$ cat config.mk
export PLATFORM = sky130hd
export DESIGN_NAME = axi_crossbar_interconnect
export DESIGN_NICKNAME = d
export VERILOG_FILES = /design/src/design/xbar_pkg.sv /design/src/design/chan_if.sv /design/src/design/chan_slice.sv /design/src/design/axi_crossbar_interconnect.sv
export VERILOG_INCLUDE_DIRS = /design/src /design/src/design
export SDC_FILE = /design/constraint.sdc
export NUM_CORES = 1
export LEC_CHECK = 0
export BUFFER_PORTS_ARGS = -buffer_cell sky130_fd_sc_hd__buf_2
export CAP_MARGIN = 20
export CELL_PAD_IN_SITES_DETAIL_PLACEMENT = 1
export CELL_PAD_IN_SITES_GLOBAL_PLACEMENT = 1
export CORE_AREA = 5 5 332 334
export CTS_CLUSTER_DIAMETER = 200
export DETAILED_ROUTE_END_ITERATION = 7
export DIE_AREA = 0 0 337 339
export PLACE_DENSITY = 0.57
export SLEW_MARGIN = 20
export SYNTH_ARGS = -nofsm -noshare
export SYNTH_HDL_FRONTEND = slang
export SYNTH_SLANG_ARGS = --single-unit
$ cat constraint.sdc
create_clock -name i_clock -period 11.28 [get_ports i_clock]
set_input_delay 0.564 -clock i_clock [delete_from_list [all_inputs] [get_ports i_clock]]
set_output_delay 0.564 -clock i_clock [all_outputs]
set_load 0.005 [all_outputs]
$ cat src/design/xbar_regs.svh
`ifndef XBAR_REGS_SVH
`define XBAR_REGS_SVH
// ==========================================================================
// crossbar shape
`define NUM_UP      2
`define NUM_DN      2
`define NATIVE_DW   32
`define ADDR_W      32
`define UP_IDW      4
`define DN_IDW      5
// ==========================================================================
// address decode: one high address bit picks the downstream slot
`define DEC_BIT     31
// ==========================================================================
// arbitration: 4-bit static priority per upstream slot, slot 0 in the low nibble, all set equal
`define PRIO_W      4
`define UP_PRIO     8'h00
// connectivity map, bit m*NUM_DN+s set when upstream m may reach slot s
`define CONN_MAP    4'hf
// ==========================================================================
// outstanding limits and write-order queue
`define CNT_W       3
`define ACCEPT_LIM  3'h4
`define ISSUE_LIM   3'h4
`define WQ_DEPTH    4
`define WQ_AW       2
`endif

$ cat src/design/xbar_pkg.sv
`include "xbar_regs.svh"

package xbar_pkg;

  // ========================================================================
  // address channel command, shared by write and read
  typedef struct packed {
    logic [`ADDR_W-1:0] addr;
    logic [7:0]         len;
    logic [2:0]         size;
    logic [1:0]         burst;
    logic               lock;
    logic [3:0]         cache;
    logic [2:0]         prot;
    logic [3:0]         qos;
  } cmd_t;

  typedef struct packed {
    logic [`UP_IDW-1:0] id;
    cmd_t               cmd;
  } up_a_t;

  typedef struct packed {
    logic [`DN_IDW-1:0] id;
    cmd_t               cmd;
  } dn_a_t;

  // ========================================================================
  // data and response beats
  typedef struct packed {
    logic [`NATIVE_DW-1:0]   data;
    logic [`NATIVE_DW/8-1:0] strb;
    logic                    last;
  } wbeat_t;

  typedef struct packed {
    logic [`UP_IDW-1:0] id;
    logic [1:0]         resp;
  } up_b_t;

  typedef struct packed {
    logic [`DN_IDW-1:0] id;
    logic [1:0]         resp;
  } dn_b_t;

  typedef struct packed {
    logic [`UP_IDW-1:0]    id;
    logic [`NATIVE_DW-1:0] data;
    logic [1:0]            resp;
    logic                  last;
  } up_r_t;

  typedef struct packed {
    logic [`DN_IDW-1:0]    id;
    logic [`NATIVE_DW-1:0] data;
    logic [1:0]            resp;
    logic                  last;
  } dn_r_t;

endpackage

$ cat src/design/chan_if.sv
interface chan_if #(parameter int W = 8);
  logic         valid;
  logic         ready;
  logic [W-1:0] data;
  modport producer (output valid, output data, input ready);
  modport consumer (input valid, input data, output ready);
endinterface

$ cat src/design/chan_slice.sv
// ==========================================================================
// one-entry channel slice; both ready and valid come from flops, so a
// stream through it moves at most one beat every other cycle
module chan_slice #(parameter int W = 8)
(
  input  wire logic i_clock,
  input  wire logic i_srst,
  chan_if.consumer  up,
  chan_if.producer  dn
);
  logic         full;
  logic         open;
  logic [W-1:0] held;

  assign up.ready = open;
  assign dn.valid = full;
  assign dn.data  = held;

  always_ff @(posedge i_clock)
  begin
    if (i_srst)
    begin
      full <= 1'b0;
      open <= 1'b1;
    end
    else if (up.valid && open)
    begin
      full <= 1'b1;
      open <= 1'b0;
    end
    else if (dn.ready && full)
    begin
      full <= 1'b0;
      open <= 1'b1;
    end
  end

  always_ff @(posedge i_clock)
  begin
    if (up.valid && open)
      held <= up.data;
  end
endmodule // chan_slice

$ cat src/design/axi_crossbar_interconnect.sv
`include "xbar_regs.svh"

module axi_crossbar_interconnect
  import xbar_pkg::*;
(
  input  wire logic                  i_clock,
  input  wire logic                  i_srst,
  input  wire logic                  i_shared_mode,
  input  wire logic [`NUM_UP-1:0]    i_up_awvalid,
  input  wire up_a_t [`NUM_UP-1:0]   i_up_aw,
  output logic [`NUM_UP-1:0]         o_up_awready,
  input  wire logic [`NUM_UP-1:0]    i_up_arvalid,
  input  wire up_a_t [`NUM_UP-1:0]   i_up_ar,
  output logic [`NUM_UP-1:0]         o_up_arready,
  input  wire logic [`NUM_UP-1:0]    i_up_wvalid,
  input  wire wbeat_t [`NUM_UP-1:0]  i_up_w,
  output logic [`NUM_UP-1:0]         o_up_wready,
  output logic [`NUM_UP-1:0]         o_up_bvalid,
  output up_b_t [`NUM_UP-1:0]        o_up_b,
  input  wire logic [`NUM_UP-1:0]    i_up_bready,
  output logic [`NUM_UP-1:0]         o_up_rvalid,
  output up_r_t [`NUM_UP-1:0]        o_up_r,
  input  wire logic [`NUM_UP-1:0]    i_up_rready,
  output logic [`NUM_DN-1:0]         o_dn_awvalid,
  output dn_a_t [`NUM_DN-1:0]        o_dn_aw,
  input  wire logic [`NUM_DN-1:0]    i_dn_awready,
  output logic [`NUM_DN-1:0]         o_dn_arvalid,
  output dn_a_t [`NUM_DN-1:0]        o_dn_ar,
  input  wire logic [`NUM_DN-1:0]    i_dn_arready,
  output logic [`NUM_DN-1:0]         o_dn_wvalid,
  output wbeat_t [`NUM_DN-1:0]       o_dn_w,
  input  wire logic [`NUM_DN-1:0]    i_dn_wready,
  input  wire logic [`NUM_DN-1:0]    i_dn_bvalid,
  input  wire dn_b_t [`NUM_DN-1:0]   i_dn_b,
  output logic [`NUM_DN-1:0]         o_dn_bready,
  input  wire logic [`NUM_DN-1:0]    i_dn_rvalid,
  input  wire dn_r_t [`NUM_DN-1:0]   i_dn_r,
  output logic [`NUM_DN-1:0]         o_dn_rready
);
  localparam int NM   = `NUM_UP;
  localparam int NS   = `NUM_DN;
  localparam int MB   = $clog2(NM);
  localparam int SB   = $clog2(NS);
  localparam int PW   = `PRIO_W;
  localparam int SW   = $bits(dn_a_t);
  localparam int NI   = 3*NM + 2*NS;
  localparam int NE   = 3*NS + 2*NM;
  localparam int I_AR = NM;
  localparam int I_W  = 2*NM;
  localparam int I_B  = 3*NM;
  localparam int I_R  = 3*NM + NS;
  localparam int E_AR = NS;
  localparam int E_W  = 2*NS;
  localparam int E_B  = 3*NS;
  localparam int E_R  = 3*NS + NM;
  localparam logic [PW*NM-1:0] PRIO = `UP_PRIO;
  localparam logic [NM*NS-1:0] CONN = `CONN_MAP;

  logic [NI-1:0]                        in_pv, in_pr, in_cv, in_cr;
  logic [NI-1:0][SW-1:0]                in_pd, in_cd;
  logic [NE-1:0]                        eg_cv, eg_cr, eg_pv, eg_pr;
  logic [NE-1:0][SW-1:0]                eg_cd, eg_pd;
  up_a_t  [NM-1:0]                      aw_hd, ar_hd;
  wbeat_t [NM-1:0]                      w_hd;
  dn_b_t  [NS-1:0]                      b_hd;
  dn_r_t  [NS-1:0]                      r_hd;
  logic                                 shared_s1, shared;
  logic [NM-1:0][`CNT_W-1:0]            wr_out, rd_out;
  logic [NS-1:0][`CNT_W-1:0]            dn_wr_out, dn_rd_out;
  logic [NM-1:0][SB-1:0]                wr_dst, rd_dst;
  logic [MB-1:0]                        aw_rr, ar_rr, aw_win, ar_win;
  logic [SB-1:0]                        aw_dst, ar_dst;
  logic [NS-1:0][`WQ_DEPTH-1:0][MB-1:0] wq;
  logic [NS-1:0][`WQ_AW-1:0]            wq_wr, wq_rd;
  logic [NS-1:0][`WQ_AW:0]              wq_cnt;
  logic [NM-1:0]                        aw_el, ar_el, aw_take, ar_take;
  logic [MB:0]                          aw_pick, ar_pick;
  logic                                 aw_gv, ar_gv, all_idle;
  dn_a_t                                aw_out, ar_out;
  logic [3:0]                           aw_qos;
  logic [NS-1:0]                        daw_push, dar_push, dw_push;
  logic [NS-1:0]                        b_take, r_take, r_fin;
  logic [NM-1:0]                        w_take, b_push, r_push, r_done;
  wbeat_t [NS-1:0]                      dw_out;
  up_b_t  [NM-1:0]                      b_out;
  up_r_t  [NM-1:0]                      r_out;

  // ========================================================================
  // channel slices: every port-facing valid and ready is a flop; there are
  // no low-power handshake ports at all
  for (genvar k = 0; k < NI; k++)
  begin : g_in
    chan_if #(.W(SW)) pin ();
    chan_if #(.W(SW)) core ();
    assign pin.valid  = in_pv[k];
    assign pin.data   = in_pd[k];
    assign in_pr[k]   = pin.ready;
    assign in_cv[k]   = core.valid;
    assign in_cd[k]   = core.data;
    assign core.ready = in_cr[k];
    chan_slice #(.W(SW)) u_slice
    (
      .i_clock (i_clock),
      .i_srst  (i_srst),
      .up      (pin),
      .dn      (core)
    );
  end

  for (genvar k = 0; k < NE; k++)
  begin : g_eg
    chan_if #(.W(SW)) core ();
    chan_if #(.W(SW)) pin ();
    assign core.valid = eg_cv[k];
    assign core.data  = eg_cd[k];
    assign eg_cr[k]   = core.ready;
    assign eg_pv[k]   = pin.valid;
    assign eg_pd[k]   = pin.data;
    assign pin.ready  = eg_pr[k];
    chan_slice #(.W(SW)) u_slice
    (
      .i_clock (i_clock),
      .i_srst  (i_srst),
      .up      (core),
      .dn      (pin)
    );
  end

  assign in_pv = {i_dn_rvalid, i_dn_bvalid, i_up_wvalid, i_up_arvalid,
                  i_up_awvalid};
  assign {o_dn_rready, o_dn_bready, o_up_wready, o_up_arready,
          o_up_awready} = in_pr;
  assign eg_pr = {i_up_rready, i_up_bready, i_dn_wready, i_dn_arready,
                  i_dn_awready};
  assign {o_up_rvalid, o_up_bvalid, o_dn_wvalid, o_dn_arvalid,
          o_dn_awvalid} = eg_pv;
  assign in_cr = {r_take, b_take, w_take, ar_take, aw_take};
  assign eg_cv = {r_push, b_push, dw_push, dar_push, daw_push};

  for (genvar m = 0; m < NM; m++)
  begin : g_up
    assign in_pd[m]       = SW'(i_up_aw[m]);
    assign in_pd[I_AR+m]  = SW'(i_up_ar[m]);
    assign in_pd[I_W+m]   = SW'(i_up_w[m]);
    assign aw_hd[m]       = in_cd[m][$bits(up_a_t)-1:0];
    assign ar_hd[m]       = in_cd[I_AR+m][$bits(up_a_t)-1:0];
    assign w_hd[m]        = in_cd[I_W+m][$bits(wbeat_t)-1:0];
    assign eg_cd[E_B+m]   = SW'(b_out[m]);
    assign eg_cd[E_R+m]   = SW'(r_out[m]);
    assign o_up_b[m]      = eg_pd[E_B+m][$bits(up_b_t)-1:0];
    assign o_up_r[m]      = eg_pd[E_R+m][$bits(up_r_t)-1:0];
  end

  // every slot runs at the native width, so no adapter is built: beat
  // counts, cache bits and byte lanes pass as received
  for (genvar s = 0; s < NS; s++)
  begin : g_dn
    assign in_pd[I_B+s]   = SW'(i_dn_b[s]);
    assign in_pd[I_R+s]   = SW'(i_dn_r[s]);
    assign b_hd[s]        = in_cd[I_B+s][$bits(dn_b_t)-1:0];
    assign r_hd[s]        = in_cd[I_R+s][$bits(dn_r_t)-1:0];
    assign eg_cd[s]       = SW'(aw_out);
    assign eg_cd[E_AR+s]  = SW'(ar_out);
    assign eg_cd[E_W+s]   = SW'(dw_out[s]);
    assign o_dn_aw[s]     = eg_pd[s][$bits(dn_a_t)-1:0];
    assign o_dn_ar[s]     = eg_pd[E_AR+s][$bits(dn_a_t)-1:0];
    assign o_dn_w[s]      = eg_pd[E_W+s][$bits(wbeat_t)-1:0];
  end

  // ========================================================================
  // address arbitration
  // two of each side, so decode and arbitration are built; a one-to-one
  // build would be bare wiring or conversion only, and a many-to-one build
  // could drop the decode
  function automatic logic [SB-1:0] dest(input cmd_t c);
    return c.addr[`DEC_BIT -: SB];
  endfunction

  // limits, single-target-per-master deadlock guard, connectivity
  function automatic logic may_issue(input logic [`CNT_W-1:0] own,
                                     input logic [SB-1:0]     last,
                                     input logic [SB-1:0]     dst,
                                     input logic [`CNT_W-1:0] slv,
                                     input int                m);
    return own < `ACCEPT_LIM && slv < `ISSUE_LIM
           && (own == '0 || last == dst) && CONN[m*NS + int'(dst)];
  endfunction

  // search starts at the rotating pointer, so equal priorities rotate
  function automatic logic [MB:0] pick(input logic [NM-1:0] el,
                                       input logic [MB-1:0] rr);
    logic [MB-1:0] idx;
    logic [MB-1:0] best;
    logic [PW-1:0] bp;
    logic          found;
    best  = '0;
    bp    = '0;
    found = 1'b0;
    for (int k = 0; k < NM; k++)
    begin
      idx = MB'((int'(rr) + k) % NM);
      if (el[idx] && (!found || PRIO[int'(idx)*PW +: PW] > bp))
      begin
        best  = idx;
        bp    = PRIO[int'(idx)*PW +: PW];
        found = 1'b1;
      end
    end
    return {found, best};
  endfunction

  // qos never enters eligibility or the pick
  always_comb
  begin
    all_idle = (wr_out == '0) && (rd_out == '0);
    for (int m = 0; m < NM; m++)
    begin
      ar_el[m] = in_cv[I_AR+m] && eg_cr[E_AR+int'(dest(ar_hd[m].cmd))]
                 && may_issue(rd_out[m], rd_dst[m], dest(ar_hd[m].cmd),
                              dn_rd_out[dest(ar_hd[m].cmd)], m)
                 && (!shared || all_idle);
    end
    ar_pick = pick(ar_el, ar_rr);
    ar_gv   = ar_pick[MB];
    ar_win  = ar_pick[MB-1:0];
    for (int m = 0; m < NM; m++)
    begin
      aw_el[m] = in_cv[m] && eg_cr[int'(dest(aw_hd[m].cmd))]
                 && may_issue(wr_out[m], wr_dst[m], dest(aw_hd[m].cmd),
                              dn_wr_out[dest(aw_hd[m].cmd)], m)
                 && wq_cnt[dest(aw_hd[m].cmd)] < (`WQ_AW+1)'(`WQ_DEPTH)
                 && (!shared || (all_idle && !in_cv[I_AR+m] && !ar_gv));
    end
    aw_pick = pick(aw_el, aw_rr);
    aw_gv   = aw_pick[MB];
    aw_win  = aw_pick[MB-1:0];
    aw_dst  = dest(aw_hd[aw_win].cmd);
    ar_dst  = dest(ar_hd[ar_win].cmd);
    aw_take = '0;
    ar_take = '0;
    aw_take[aw_win] = aw_gv;
    ar_take[ar_win] = ar_gv;
  end

  // the winner id is widened with its slot number so answers route back;
  // the lock bit is dropped, everything else goes out unchanged
  // burst length passes as is, so no burst is split into beats
  always_comb
  begin
    aw_out          = '{id: {aw_win, aw_hd[aw_win].id},
                        cmd: aw_hd[aw_win].cmd};
    aw_out.cmd.lock = 1'b0;
    ar_out          = '{id: {ar_win, ar_hd[ar_win].id},
                        cmd: ar_hd[ar_win].cmd};
    ar_out.cmd.lock = 1'b0;
    aw_qos          = aw_hd[aw_win].cmd.qos;
    for (int s = 0; s < NS; s++)
    begin
      daw_push[s] = aw_gv && aw_dst == SB'(s);
      dar_push[s] = ar_gv && ar_dst == SB'(s);
    end
  end

  // ========================================================================
  // data and response routing
  // write beats leave in address order, whole bursts from one master at a
  // time, relying on the masters not to interleave
  always_comb
  begin
    logic [MB-1:0] hm;
    hm      = '0;
    w_take  = '0;
    dw_push = '0;
    dw_out  = '0;
    for (int s = 0; s < NS; s++)
    begin
      hm = wq[s][wq_rd[s]];
      if (wq_cnt[s] != '0 && in_cv[I_W+int'(hm)] && eg_cr[E_W+s])
      begin
        w_take[hm]  = 1'b1;
        dw_push[s]  = 1'b1;
        dw_out[s]   = w_hd[hm];
      end
    end
  end

  // answers return by the slot number held in the top id bits
  always_comb
  begin
    logic [MB-1:0] bm;
    logic [MB-1:0] rm;
    bm     = '0;
    rm     = '0;
    b_push = '0;
    b_take = '0;
    r_push = '0;
    r_take = '0;
    r_done = '0;
    r_fin  = '0;
    b_out  = '0;
    r_out  = '0;
    for (int s = 0; s < NS; s++)
    begin
      bm = b_hd[s].id[`DN_IDW-1 -: MB];
      rm = r_hd[s].id[`DN_IDW-1 -: MB];
      if (in_cv[I_B+s] && eg_cr[E_B+int'(bm)] && !b_push[bm])
      begin
        b_push[bm] = 1'b1;
        b_take[s]  = 1'b1;
        b_out[bm]  = '{id: b_hd[s].id[`UP_IDW-1:0], resp: b_hd[s].resp};
      end
      if (in_cv[I_R+s] && eg_cr[E_R+int'(rm)] && !r_push[rm])
      begin
        r_push[rm] = 1'b1;
        r_take[s]  = 1'b1;
        r_done[rm] = r_hd[s].last;
        r_fin[s]   = r_hd[s].last;
        r_out[rm]  = '{id: r_hd[s].id[`UP_IDW-1:0], data: r_hd[s].data,
                       resp: r_hd[s].resp, last: r_hd[s].last};
      end
    end
  end

  // ========================================================================
  // state; one ungated clock, every flop sees every edge, some load only on a grant or push
  // mode pin is static strap-like config but still crosses two flops
  always_ff @(posedge i_clock)
  begin
    shared_s1 <= i_shared_mode;
    shared    <= shared_s1;
  end

  // counters only fall on an answer, never on time
  always_ff @(posedge i_clock)
  begin
    if (i_srst)
    begin
      wr_out    <= '0;
      rd_out    <= '0;
      dn_wr_out <= '0;
      dn_rd_out <= '0;
      wr_dst    <= '0;
      rd_dst    <= '0;
    end
    else
    begin
      for (int m = 0; m < NM; m++)
      begin
        wr_out[m] <= wr_out[m] + `CNT_W'(aw_take[m]) - `CNT_W'(b_push[m]);
        rd_out[m] <= rd_out[m] + `CNT_W'(ar_take[m]) - `CNT_W'(r_done[m]);
        if (aw_take[m])
          wr_dst[m] <= aw_dst;
        if (ar_take[m])
          rd_dst[m] <= ar_dst;
      end
      for (int s = 0; s < NS; s++)
      begin
        dn_wr_out[s] <= dn_wr_out[s] + `CNT_W'(daw_push[s])
                        - `CNT_W'(b_take[s]);
        dn_rd_out[s] <= dn_rd_out[s] + `CNT_W'(dar_push[s])
                        - `CNT_W'(r_fin[s]);
      end
    end
  end

  always_ff @(posedge i_clock)
  begin
    if (i_srst)
    begin
      aw_rr <= '0;
      ar_rr <= '0;
    end
    else
    begin
      if (aw_gv)
        aw_rr <= MB'((int'(aw_win) + 1) % NM);
      if (ar_gv)
        ar_rr <= MB'((int'(ar_win) + 1) % NM);
    end
  end

  always_ff @(posedge i_clock)
  begin
    if (i_srst)
    begin
      wq_wr  <= '0;
      wq_rd  <= '0;
      wq_cnt <= '0;
    end
    else
    begin
      for (int s = 0; s < NS; s++)
      begin
        if (daw_push[s])
          wq_wr[s] <= wq_wr[s] + 1'b1;
        if (dw_push[s] && dw_out[s].last)
          wq_rd[s] <= wq_rd[s] + 1'b1;
        wq_cnt[s] <= wq_cnt[s] + (`WQ_AW+1)'(daw_push[s])
                     - (`WQ_AW+1)'(dw_push[s] && dw_out[s].last);
      end
    end
  end

  always_ff @(posedge i_clock)
  begin
    for (int s = 0; s < NS; s++)
    begin
      if (daw_push[s])
        wq[s][wq_wr[s]] <= aw_win;
    end
  end
endmodule // axi_crossbar_interconnect

# After elaboration in Yosys (flattened, before gate mapping)
# Index checks and enable logic that the tools add are counted.
totals:
  reg_bits: 914
  latch_bits: 0
  mem_bits_rw: 0
  mem_bits_ro: 0
  inputBits: 435
  out_inout_bits: 432
  word_cells: 570
  n_memories: 0
op_classes:
  n_addsub: 37
  mul: 0
  div_mod_pow: 0
  magnitude_cmp: 56
  eq_ne: 4
  shifts: 4
  muxes: 219
  bitwise: 10
  n_reduce_logical: 148
ops:
  columns: ["cell", "n"]
  rows:
  - ["$mux 61", 4]
  - ["$mux 78", 2]
  - ["$mux 1", 150]
  - ["$mux 37", 4]
  - ["$logic_and 1x1->1", 101]
  - ["$and 78x78->78", 1]
  - ["$bwmux 78", 1]
  - ["$demux 39 s1", 2]
  - ["$mux 39", 2]
  - ["$reduce_bool 2->1", 20]
  - ["$lt 3x3->1 const B", 12]
  - ["$mux 3", 12]
  - ["$bmux 1 s4", 8]
  - ["$lt 1x2->1 const B", 16]
  - ["$lt 32x6->1 const B", 1]
  - ["$shiftx 8x4->4 const A", 4]
  - ["$add 3x1->3", 10]
  - ["$sub 3x1->3", 10]
  - ["$mux 12", 2]
  - ["$lt 4x5->1 const B", 4]
  - ["$add 3x1->4 const A", 4]
  - ["$mux 2", 8]
  - ["$and 12x12->12", 1]
  - ["$bwmux 12", 1]
  - ["other kinds (29)", 98]

# Depth between registers and ports, before layout
# Gate-level depths: netlist of the first run.
logic_depth:
  depth_word: 34
  depth_mapped: 16
  depth_no_buf: 15

# Hierarchy
# A second synthesis of the first run with hierarchy kept.
unflattened:
  hier_cells: 2147
  area_unflattened_um2: 45443.6
by_module_without_submodules:
  columns: ["mod", "n_inst", "cells_each", "area_each_um2", "seq_area_each_um2"]
  rows:
  - ["chan_slice", 20, 71, 1940.6, 1901.8]
  - ["axi_crossbar_interconnect", 1, 727, 6631.4, 1161.1]

# Worst setup path after synthesis of the first run
# OpenSTA, ideal clock, no wires.
synth_path:
  path_kind: "register to register"
  startpoint: "reg g_in[8].u_slice.held[39]"
  endpoint: "reg g_eg[8].u_slice.held[0] (enable)"
  setup_ps: 494
  t_arrival_ps: 3367
  t_required_ps: 10786
  slack_ps: 7418
  path_stages_with_launch: 2
  path_buffers: 0
  synth_period_minus_slack_ps: 3862
  cell_sequence: "edfxtp_1 o21ai_0"
synth_between:
  elab_chain_len: 13
  elab_cells_between_ends: 19
  cone_classes: "1 x add/sub; 2 x order compare; 9 x mux; 1 x bitwise; 6 x reduce/logical"
synth_rtl:
  columns: ["item", "line_no", "source"]
  rows:
  - ["start, declared", "chan_slice.sv:13", "logic [W-1:0] held;"]
  - ["start signal, assigned", "chan_slice.sv:41", "held <= up.data;"]
  - ["$add 4x1->5", "axi_crossbar_interconnect.sv:312", "if (in_cv[I_R+s] && eg_cr[E_R+int'(rm)] && !r_push[rm])"]
  - ["$bmux 1 s4", "axi_crossbar_interconnect.sv:312", null]
  - ["$mux 1 (not written as such) (2 in series)", "axi_crossbar_interconnect.sv:312", null]
  - ["$logic_and 1x1->1 (2 in series)", "axi_crossbar_interconnect.sv:312", null]
  - ["$mux 2 *", "axi_crossbar_interconnect.sv:312", null]
  - ["$mux 1 (not written as such) (2 in series)", "axi_crossbar_interconnect.sv:312", null]
  - ["$logic_not 1->1", "axi_crossbar_interconnect.sv:312", null]
  - ["$logic_and 1x1->1", "axi_crossbar_interconnect.sv:312", null]
  - ["$mux 2 *", "axi_crossbar_interconnect.sv:312", null]
  - ["$logic_and 1x1->1 *", "chan_slice.sv:40", "if (up.valid && open)"]
  - ["end signal, assigned", "chan_slice.sv:41", null]
  - ["end, declared", "chan_slice.sv:13", null]
# Every way passes the cells marked *; elsewhere a longest branch is shown, timed or not. The select of a mux whose other input is x is not followed.
# A chain may end at the register's enable or synchronous reset.

# Final worst setup path of the first run
layout_path:
  startpoint: "reg wq_rd[2] (netlist name)"
  endpoint: "reg g_in[5].u_slice.open"
layout_between:
  elab_chain_len: 11
  elab_cells_between_ends: 17
  cone_classes: "1 x add/sub; 2 x order compare; 8 x mux; 1 x bitwise; 5 x reduce/logical"
layout_rtl:
  columns: ["item", "line_no", "source"]
  rows:
  - ["start, declared", "axi_crossbar_interconnect.sv:74", "logic [NS-1:0][`WQ_AW-1:0] wq_wr, wq_rd;"]
  - ["start signal, assigned by index", "axi_crossbar_interconnect.sv:397", "wq_rd[s] <= wq_rd[s] + 1'b1;"]
  - ["$bmux 1 s2 *", "axi_crossbar_interconnect.sv:277", "hm = wq[s][wq_rd[s]];"]
  - ["$mux 1 (not written as such) *", "axi_crossbar_interconnect.sv:277", null]
  - ["$add 3x1->4", "axi_crossbar_interconnect.sv:278", "if (wq_cnt[s] != '0 && in_cv[I_W+int'(hm)] && eg_cr[E_W+s])"]
  - ["$bmux 1 s4", "axi_crossbar_interconnect.sv:278", null]
  - ["$mux 1 (not written as such) (2 in series)", "axi_crossbar_interconnect.sv:278", null]
  - ["$logic_and 1x1->1 (2 in series)", "axi_crossbar_interconnect.sv:278", null]
  - ["$mux 2 *", "axi_crossbar_interconnect.sv:278", null]
  - ["$logic_and 1x1->1 *", "chan_slice.sv:31", "else if (dn.ready && full)"]
  - ["$reduce_bool 2->1 (no line) *", null, null]
  - ["end signal, assigned", "chan_slice.sv:24", "open <= 1'b1;"]
  - ["end signal, assigned", "chan_slice.sv:29", "open <= 1'b0;"]
  - ["end signal, assigned", "chan_slice.sv:34", "open <= 1'b1;"]
  - ["end, declared", "chan_slice.sv:12", "logic open;"]
# Marked as above.

==> results.md, run 1 <==
- Worst Path Class, Setup: flop to flop
- Core ar.: 0.107 mm²
- Clock transition at the registers of the reported paths: 60 ps
- First-pass detailed-route iteration total: 4
- Inserted Clock Buffers: 101
- Post-synth EDFFs: just over 800
- Avg Inst Size Synth: between 15 and 20 µm²
- Clk buf depth: 3
- Chip Width: around 340 µm
- Switch share: 0.257
- Post-synth top cells: edfxtp_1, nand2_1, nor2_1
- Crit-path max FO: 41
- Die Ht: between 300 and 400 µm
- CTS tree: done
- Nets: 3328
- CP Capture Type: flop
- Final worst slack: approximately 7200 ps
- Most numerous cell in the Yosys netlist: edfxtp_1
- Post-route minimum period: 4100 ps
- Post-CTS Setup Inserts: 0
- Total track usage: 0.164
- Synth area leaders: edfxtp_1, dfxtp_1, nand2_1, mux2i_1, mux2_4
- Fraction of registers with async set/reset: 0
- Vias in the first global route: 21.7k
- Placer's final routability congestion estimate: slightly above 0.8
- Peak supply drop: 0.124 mV
- Status: finished clean
- Layout cells sized above 1: 0.379
- Avg WL per Cell: approximately 22 µm
- PD cells: 202 mW/mm²
- Post-route clock period utilization: 0.363
- Lkg Pwr: ~17 nW
- Leading area contributor after synthesis: edfxtp_1
- Setup TNS Final: 0 ps
- Relative slew slack: 0.319
- Final setup viols: 0
- Global-route wire length before repair: around 140000 µm
- Register area share after synthesis: 0.802
- Least-Margin Pin Slew: 1020 ps
- Final Cell Area: around 0.042 mm²
- Die ar.: about 0.11 mm²
- Synth cell types: 67
- Yosys top cell area share: 0.750
- Ys Warns: 0
- Metal2 WL: a little over 50000 µm
- Via count: about 20k
- Layout area overhead: 28.0%
- CP Data Arrival Time: about 4700 ps
- DP Area: just under 0.04 mm²
- Htree depth: 3
- Port Buffers: between 800 and 900
- WL met1: between 30000 and 40000 µm
- Main flop type after synthesis: edfxtp_1
- Final Hold Viols: 0
- Combinational Power Share: 0.133
- Sequential power share: 0.500
- FMAX: roughly 0.24 GHz
- Drt via density: 4.48
- # clock sinks: 910
- Root buffer cell: clkbuf_16
- Clock power share: 0.367
- Total Wirelength: just under 100000 µm
- Routed Antenna Nets: 0
- Unrepaired setup endpoints after global routing: false
- FF+latch count, synth: between 900 and 1k
- Cells after Synth: 1944
- DP HPWL: ~68000 µm
- Worst setup SP type: flop
- Largest net degree at the start of global routing: about 90
- Top layer in use: met5
- Final Skew: about 24 ps
- Total global routing overflow: 0
- Worst Path Required: roughly 12000 ps
- Met3 wire len: 7760 µm
- Max Slew Vio Count: 0
- Drt initial violations: 799
- Pre-CTS setup slack: just over 7000 ps
- Antenna violations before repair: 42
- Num rows: between 100 and 150
- Top-Level Pins: 867
- DR DRC count: 0
- Clk_lat worst skew: between 600 and 700 ps
- P_int: ~6.3 mW
- Starting Density: 0.309
- Worst min-delay path class: input pin to flop
- Switching power: roughly 2.2 mW
- Max-cap violations: 0
- Syn Std Cell Area: ~0.033 mm²
[per-stage QoR]
| stage | power [mW] | hold slack [ps] | std cells | util |
|---|---|---|---|---|
| finish | 8.54 | 69.3 | 4367 | 0.396 |
| global route | 8.94 | 14.6 | 4363 | 0.396 |
| CTS | 8.69 | 0.0133 | 4342 | 0.395 |
| detailed placement | 5.51 | 343 | 4145 | 0.365 |
| global placement | 5.46 | 321 | 4143 | 0.364 |
| floorplan | 4.93 | 310 | 1947 | - |
[kinds of logic after synthesis]
kind of cell / count (synthesis) / share of synthesized area
flops: 910 / 0.802
simple gates: 491 / 0.0640
compound gates: 187 / 0.0386
buf+inv: 146 / 0.0204
mux: 144 / 0.0505
fa+ha+maj: 38 / 0.0167
xor+xnor: 27 / 0.00717
other cells: 1 / 0.000114
[power groups by stage]
stage               sequential, mW  clock, mW  combinational (mW)
floorplan                     4.33          0               0.601
global placement              4.33          0                1.13
detailed placement            4.34          0                1.16
CTS                           4.28       3.24                1.17
global route                  4.31       3.38                1.25
finish                        4.27       3.13                1.13
[area by class of cell]
| cell class | count | area (µm²) |
|---|---|---|
| Sequential cell | 910 | 26500 |
| Tap cell | 1403 | 1760 |
| Antenna cell | 24 | 60.1 |
| Inverter | 53 | 200 |
| Fill cell | 11100 | 64400 |
| Clock inverter | 59 | 450 |
| Clock buffer | 129 | 2700 |
| Timing Repair Buffer | 898 | 4670 |
| Multi-Input combinational cell | 891 | 5900 |
[registers in the layout (all words and copies together) (netlist names), 8 cells and up]
name	cells
g_eg.u_slice.dn.data	408
g_in.u_slice.dn.data	408
wq	8
g_eg.u_slice.up.ready	10
g_in.u_slice.dn.valid	10
g_eg.u_slice.dn.valid	10
g_in.u_slice.up.ready	10
[layer usage]
metal / GRT usage / vias up
met5: 0 / -
met4: 0.0719 / 32
met3: 0.0563 / 212
met2: 0.299 / 644
met1: 0.169 / 9706
li1: - / 8975
[path summary, 6_finish.rpt]
kind	from	endpoint	slack, ps	cells past startpoint
setup / recovery	wq_rd[2]	g_in[5].u_slice.up.ready	7180	10
hold / removal	i_up_w[8]	g_in[4].u_slice.dn.data[8]	70	1
setup reg to reg	wq_rd[2]	g_in[5].u_slice.up.ready	7180	10
hold reg to reg	shared_s1	shared	360	0
[worst max-delay path: stages, from the launching register on]
cell,delay (ps)
dfxtp_1,340
mux4_2,330
buf_4,590
mux2i_1,290
or2_2,140
buf_4,440
clkinv_1,730
buf_4,500
a22oi_1,230
nor2b_1,170
o21bai_1,70
[what timing repair did]
action,CTS,global route
gates resized for setup,0,0
endpoints found under the hold margin,9,0
hold buffers,9,0
[layout by cell type (no fill, tap or decap), types with 22 or more instances in the layout]
cell type	n
a21oi_1	44
clkbuf_1	25
mux2_4	32
nand2_1	282
ha_1	28
nor2b_1	22
mux2_2	27
nor2_1	114
buf_4	29
dfxtp_1	86
clkbuf_16	104
inv_1	40
a22o_1	50
clkinv_1	32
buf_2	857
o21ai_0	50
mux2i_1	79
edfxtp_1	824
diode_2	24
Note: power is estimated with default switching activity, not from simulation.
==> inputs of run 2 (changes only) <==
- CORE_AREA: 5 5 332 334 -> 5 5 337 339
- DIE_AREA: 0 0 337 339 -> 0 0 342 344
- PLACE_DENSITY: 0.57 -> 0.56
- clock period: 11.28 -> 4 ns (I/O delays scaled with it)
==> results.md, run 2 (synthesis results as in run 1) <==
- Status: finished clean
- PD cells: 535 mW/mm² (+160%)
- Final Skew: 41.4 ps (+17.0 ps)
- Vias in the first global route: 24.2k (+12%)
- Placer's final routability congestion estimate: 0.835 (+3.0%)
- Starting Density: 0.300 (-0.00971)
- Htree depth: 3 (unchanged)
- Worst Path Required: 4530 ps (-7300 ps)
- Total power: 25.0 mW (+190%)
- CP Data Arrival Time: 4220 ps (-430 ps)
- Nets: 3764 (+13%)
- Max Slew Vio Count: 0 (unchanged)
- # clock sinks: 910 (unchanged)
- Clock transition at the registers of the reported paths: 60 ps (about the same)
- Setup TNS Final: 0 ps (unchanged)
- Layout area overhead: 41.9%
- Root buffer cell: clkbuf_16
- Unrepaired setup endpoints after global routing: false
- Total global routing overflow: 0 (unchanged)
- Inserted Clock Buffers: 103 (+2.0%)
- Max-cap violations: 0 (unchanged)
- Global-route wire length before repair: 154000 µm (+9.9%)
- Worst Path Class, Setup: flop to flop
- CTS tree: done
- FMAX: 0.271 GHz (+11%)
- Routed Antenna Nets: 0 (unchanged)
- Switch share: 0.260 (+0.00301)
- Least-Margin Pin Slew: 1050 ps (+32.4 ps)
- Die Ht: 344 µm (+1.5%)
- CP max stage delay: 500 ps (-230 ps)
- Final setup viols: 0 (unchanged)
- Avg WL per Cell: 21.8 µm (-2.5%)
- DP HPWL: 71000 µm (+4.1%)
- Core ar.: 0.110 mm² (+3.2%)
- Total Wirelength: 106000 µm (+8.9%)
- Worst min-delay path class: input pin to flop
- DP Area: 0.0391 mm² (+0.60%)
- Sequential power share: 0.481 (-0.019)
- Combinational Power Share: 0.147 (+0.014)
- Layout cells sized above 1: 0.339 (-0.0397)
- Largest net degree at the start of global routing: 78 (-11%)
- Drt initial violations: 974 (+22%)
- Switching power: 6.50 mW (+200%)
- Port Buffers: 858 (unchanged)
- First-pass detailed-route iteration total: 4 (unchanged)
- Worst setup SP type: flop
- Drt via density: 4.42 (-1.5%)
- Via count: 21.5k (+10%)
- Clock power share: 0.372 (+0.005)
- Final Cell Area: 0.0468 mm² (+11%)
- Placed cell count: 4243 (+2.4%)
- Peak supply drop: 0.379 mV (+210%)
- DR DRC count: 0 (unchanged)
- Critical path cell sequence: inv_1 > ha_1 > or4bb_1 > or3_4 > a221oi_4 > a21boi_1 > o21ai_2 > ha_1 > inv_1 > ha_1 > inv_1 > fa_1 > xor2_1 > xnor2_1 > nor2_1
- Top-Level Pins: 867 (unchanged)
- Most frequent cells in the layout: buf_2, edfxtp_1, dlygate4sd3_1
- P_int: 18.5 mW (+190%)
- Slowest CP cell: or4bb_1
- Total track usage: 0.173 (+0.00901)
- Num rows: 122 (+1.7%)
- Relative slew slack: 0.297 (-0.0216)
- Die ar.: 0.118 mm² (+3.0%)
- Hold slack: 218 ps (+149 ps)
- Layout Cells excl Fill: 4878 (+12%)
- Lkg Pwr: 18.6 nW (+12%)
- Post-route minimum period: 3690 ps (-408 ps)
- Most common cell after layout, fill and taps aside: buf_2
- Chip Width: 342 µm (+1.5%)
- Post-route clock period utilization: 0.922 (+0.559)
- Final Hold Viols: 0 (unchanged)
- Clk_lat worst skew: 690 ps (+20 ps)
- CP Capture Type: flop
- Antenna violations before repair: 10 (-76%)
- Crit-path max FO: 5 (-88%)
- Clk buf depth: 3 (unchanged)
## run 2: cell count changes in the layout (fill, tap and decap cells not counted), moves of 3 or more
cell,before,now
buf_12,1,5
buf_4,29,40
bufinv_16,4,9
clkbuf_1,25,21
clkinv_1,32,22
clkinv_2,21,26
clkinv_4,0,3
diode_2,24,11
dlygate4sd3_1,9,430
inv_6,2,5
## run 2: metal layers
metal	vias to the layer above	GRT usage	share of wire
li1	9861	-	-
met1	10800	0.190	0.37
met2	669	0.320	0.53
met3	192	0.0500	0.067
met4	4	0.0566	0.035
met5	-	0	0.00020
## run 2: final timing paths
path,startpoint,to,slack [ps],depth (start not counted)
setup / recovery,wr_out[4],wq_cnt[5],310,15
hold / removal,i_up_aw[31],g_in[0].u_slice.dn.data[31],220,2
setup reg to reg,wr_out[4],wq_cnt[5],310,15
hold reg to reg,shared_s1,shared,380,0
## run 2: what timing repair did
action	CTS	global route
endpoints found under the setup margin	0	3
hold buffers	430	0
gates resized for setup	0	1
endpoints found under the hold margin	448	0
setup buffers	0	1
## run 2: worst max-delay path, delay by kind of cell, from the launching register on
family | cells | cell delay (ps)
adder cells (fa/ha/maj) | 4 | 1010
flip-flops | 1 | 310
XOR/XNOR | 2 | 320
AND/OR/NAND/NOR | 3 | 920
AO/OA/AOI/OAI | 3 | 800
buffers and inverters | 3 | 210
## run 2: final cells by class
| class | count | area [µm²] |
|---|---|---|
| Fill cell | 11300 | 63300 |
| Antenna cell | 11 | 27.5 |
| Timing Repair Buffer | 1332 | 8990 |
| Inverter | 53 | 201 |
| Multi-Input combinational cell | 891 | 5910 |
| Clock inverter | 69 | 677 |
| Clock buffer | 124 | 2660 |
| Sequential cell | 910 | 26500 |
| Tap cell | 1488 | 1860 |
## run 2: power by group through the flow
stage / registers (mW) / clock network [mW] / logic, mW
finish: 12.1 / 9.31 / 3.68
global route: 12.1 / 9.99 / 4.03
CTS: 12.1 / 9.56 / 3.77
detailed placement: 12.2 / 0 / 3.38
global placement: 12.2 / 0 / 3.28
floorplan: 12.2 / 0 / 1.70
## run 2: stage by stage
step	setup WS [ps]	utilization
3_3_place_gp	289	0.355
6_report	312	0.425
5_1_grt	41.5	0.425
3_5_place_dp	161	0.355
4_1_cts	130	0.425
2_1_floorplan	138	-
==> inputs of run 3 (changes only) <==
--- a/config.mk
+++ b/config.mk
@@ -16,2 +16,3 @@
 export DIE_AREA = 0 0 342 344
+export HOLD_SLACK_MARGIN = 0.12
 export PLACE_DENSITY = 0.56
==> constraint.sdc (replaced) <==
create_clock -name i_clock -period 4 [get_ports i_clock]
set_input_delay 0.4 -clock i_clock [delete_from_list [all_inputs] [get_ports i_clock]]
set_output_delay 0.4 -clock i_clock [all_outputs]
set_load 0.005 [all_outputs]
==> results.md, run 3 (synthesis results as in run 1) <==
- Status: finished clean
- Avg WL per Cell: 21.7 µm (-0.49%)
- Placer's final routability congestion estimate: 0.827 (-0.90%)
- Final setup viols: 0 (unchanged)
- Final Hold Viols: 0 (unchanged)
- Drt via density: 4.41 (about the same)
- Critical path's top delay family: adder cells
- Final Skew: 41.0 ps (-0.330 ps)
- Root buffer cell: clkbuf_16
- Total global routing overflow: 0 (unchanged)
- Nets: 3753 (-0.29%)
- Htree depth: 3 (unchanged)
- Sequential cell area: 0.0265 mm² (unchanged)
- Clock transition at the registers of the reported paths: 60 ps (about the same)
- CP Data Arrival Time: 4190 ps (-30 ps)
- Lkg Pwr: 18.5 nW (-0.70%)
- R2R Path End: wq_cnt[2]
- # clock sinks: 910 (unchanged)
- DR DRC count: 0 (unchanged)
- Peak supply drop: 0.375 mV (-0.99%)
- Global-route wire length before repair: 152000 µm (-0.93%)
- Worst reg2reg setup slack: 320 ps (about the same)
- Die Ht: 344 µm (unchanged)
- Most common cell after layout, fill and taps aside: buf_2
- Vias in the first global route: 24.1k (-0.53%)
- Inserted Clock Buffers: 100 (-2.9%)
- Placed cell count: 4238 (-0.12%)
- Routed Antenna Nets: 0 (unchanged)
- Least-Margin Pin Slew: 993 ps (-61.0 ps)
- Worst Path Class, Setup: flop to flop
- Layout area overhead: 41.2%
- Pre-CTS setup slack: 156 ps (-5.02 ps)
- Max-cap violations: 0 (unchanged)
- Multi-input logic area: 0.00591 mm² (unchanged)
- Most used cell, CP: ha_1
- Antenna violations before repair: 14 (+4)
- WP buf/inv: 2 (-1)
- Max Slew Vio Count: 0 (unchanged)
- Largest net degree at the start of global routing: 88 (+13%)
- Post-route clock period utilization: 0.920 (-0.00231)
- Port Buffers: 858 (unchanged)
- Core ar.: 0.110 mm² (unchanged)
- First-pass detailed-route iteration total: 4 (unchanged)
- PD cells: 531 mW/mm² (-0.80%)
- Worst R2R Start: wr_out[4]
- DP HPWL: 70300 µm (-1.1%)
- Drt initial violations: 969 (-0.51%)
- Layout Cells excl Fill: 4857 (-0.43%)
- CTS tree: done
- Most frequent cells in the layout: buf_2, edfxtp_1, dlygate4sd3_1
- Setup TNS Final: 0 ps (unchanged)
- Layout cells sized above 1: 0.335 (-0.00394)
- Starting Density: 0.300 (unchanged)
- # fillers: 11.3k (-0.34%)
- FMAX: 0.272 GHz (+0.25%)
- Relative slew slack: 0.338 (+0.0407)
- Worst setup SP type: flop
- Post-route minimum period: 3680 ps (-9.25 ps)
- Total Wirelength: 105000 µm (-0.92%)
- Die ar.: 0.118 mm² (unchanged)
- Slowest CP cell: or4bb_1
- Clk buf depth: 3 (unchanged)
- Via count: 21.4k (-0.53%)
- Chip Width: 342 µm (unchanged)
- CP Capture Type: flop
- Final worst slack: 322 ps (+9.25 ps)
- Unrepaired setup endpoints after global routing: false
- Critical path cell sequence: inv_1 > ha_1 > or4bb_1 > or3_4 > a221oi_4 > a21bo_2 > nand3_2 > ha_1 > inv_1 > ha_1 > fa_1 > xnor2_1 > xnor2_1 > nor2_1
- Num rows: 122 (unchanged)
- Crit-path max FO: 5 (unchanged)
- Top-Level Pins: 867 (unchanged)
- Reg2Reg Depth: 14 (-1)
- CP max stage delay: 480 ps (-20 ps)
- Worst Hold Path Cells: 3 (+1)
- Min-Delay Endpoint: g_in[0].u_slice.dn.valid
- Worst Hold Launch: i_up_awvalid[0]
- Clk_lat worst skew: 670 ps (-20 ps)
- Worst min-delay path class: input pin to flop
- Total track usage: 0.171 (-0.00134)
- Total power: 24.7 mW (-1.3%)
- Worst Path Required: 4510 ps (-20 ps)
==> run 3: cell types whose count changed in the layout (fill, tap and decap cells not counted), sizes merged <==
cell,delta
buf,-5
bufinv,-1
clkbuf,+1
clkinv,-16
clkinvlp,+3
diode,-1
dlygate4sd3,-3
inv,+1
==> run 3: area by class of cell <==
class / count / share of cell area
clock buffers: 125 / 0.0567
inverters: 53 / 0.00430
flip-flops and latches: 910 / 0.568
diodes: 10 / 0.000537
well taps: 1488 / 0.0400
repair buffers: 1324 / 0.192
clock inverters: 56 / 0.0118
multi-input cells: 891 / 0.127
==> run 3: worst max path at each step <==
stage | from | endpoint | cells after the start
2_1_floorplan | g_in[8].u_slice.dn.data[39] | g_eg[8].u_slice.dn.data[0] | 1
3_3_place_gp | wr_out[4] | dn_wr_out[2] | 15
3_5_place_dp | wr_out[4] | wq_cnt[2] | 14
4_1_cts | wr_out[4] | wq_cnt[2] | 14
5_1_grt | wr_out[4] | wq_cnt[5] | 15
6_report | wr_out[4] | wq_cnt[2] | 14
==> run 3: through the flow <==
stage / utilization / instance area [µm²] / hold slack [ps]
6_report: 0.423 / 46600 / 217
5_1_grt: 0.423 / 46600 / 246
3_3_place_gp: 0.355 / 39100 / 360
3_5_place_dp: 0.355 / 39100 / 364
4_1_cts: 0.423 / 46500 / 175
2_1_floorplan: - / 33000 / 310
==> run 3: routing by layer <==
metal,track usage,vias up,routed length [µm]
li1,-,9819,-
met1,0.186,10700,38500
met2,0.315,683,55200
met3,0.0494,207,7150
met4,0.0684,6,4400
met5,0,-,34
==> run 3: power breakdown <==
part	switching, mW	total (mW)	internal [mW]	leakage [nW]
Combinational	2.13	3.65	1.53	8.46
Sequential	0.409	12.1	11.6	8.47
Clock	3.81	9.01	5.20	1.54
Total	6.35	24.7	18.4	18.5
==> run 3: worst min-delay path: stages <==
cell and delay [ps]:
buf_2 100, nand2_1 200, a21oi_1 100
==> run 3: repair_timing <==
action,4_1_cts,5_1_grt
setup buffers,0,1
resized for setup,0,1
hold buffers,427,0
endpoints found under the setup margin,0,3
hold endpoints to repair,442,0
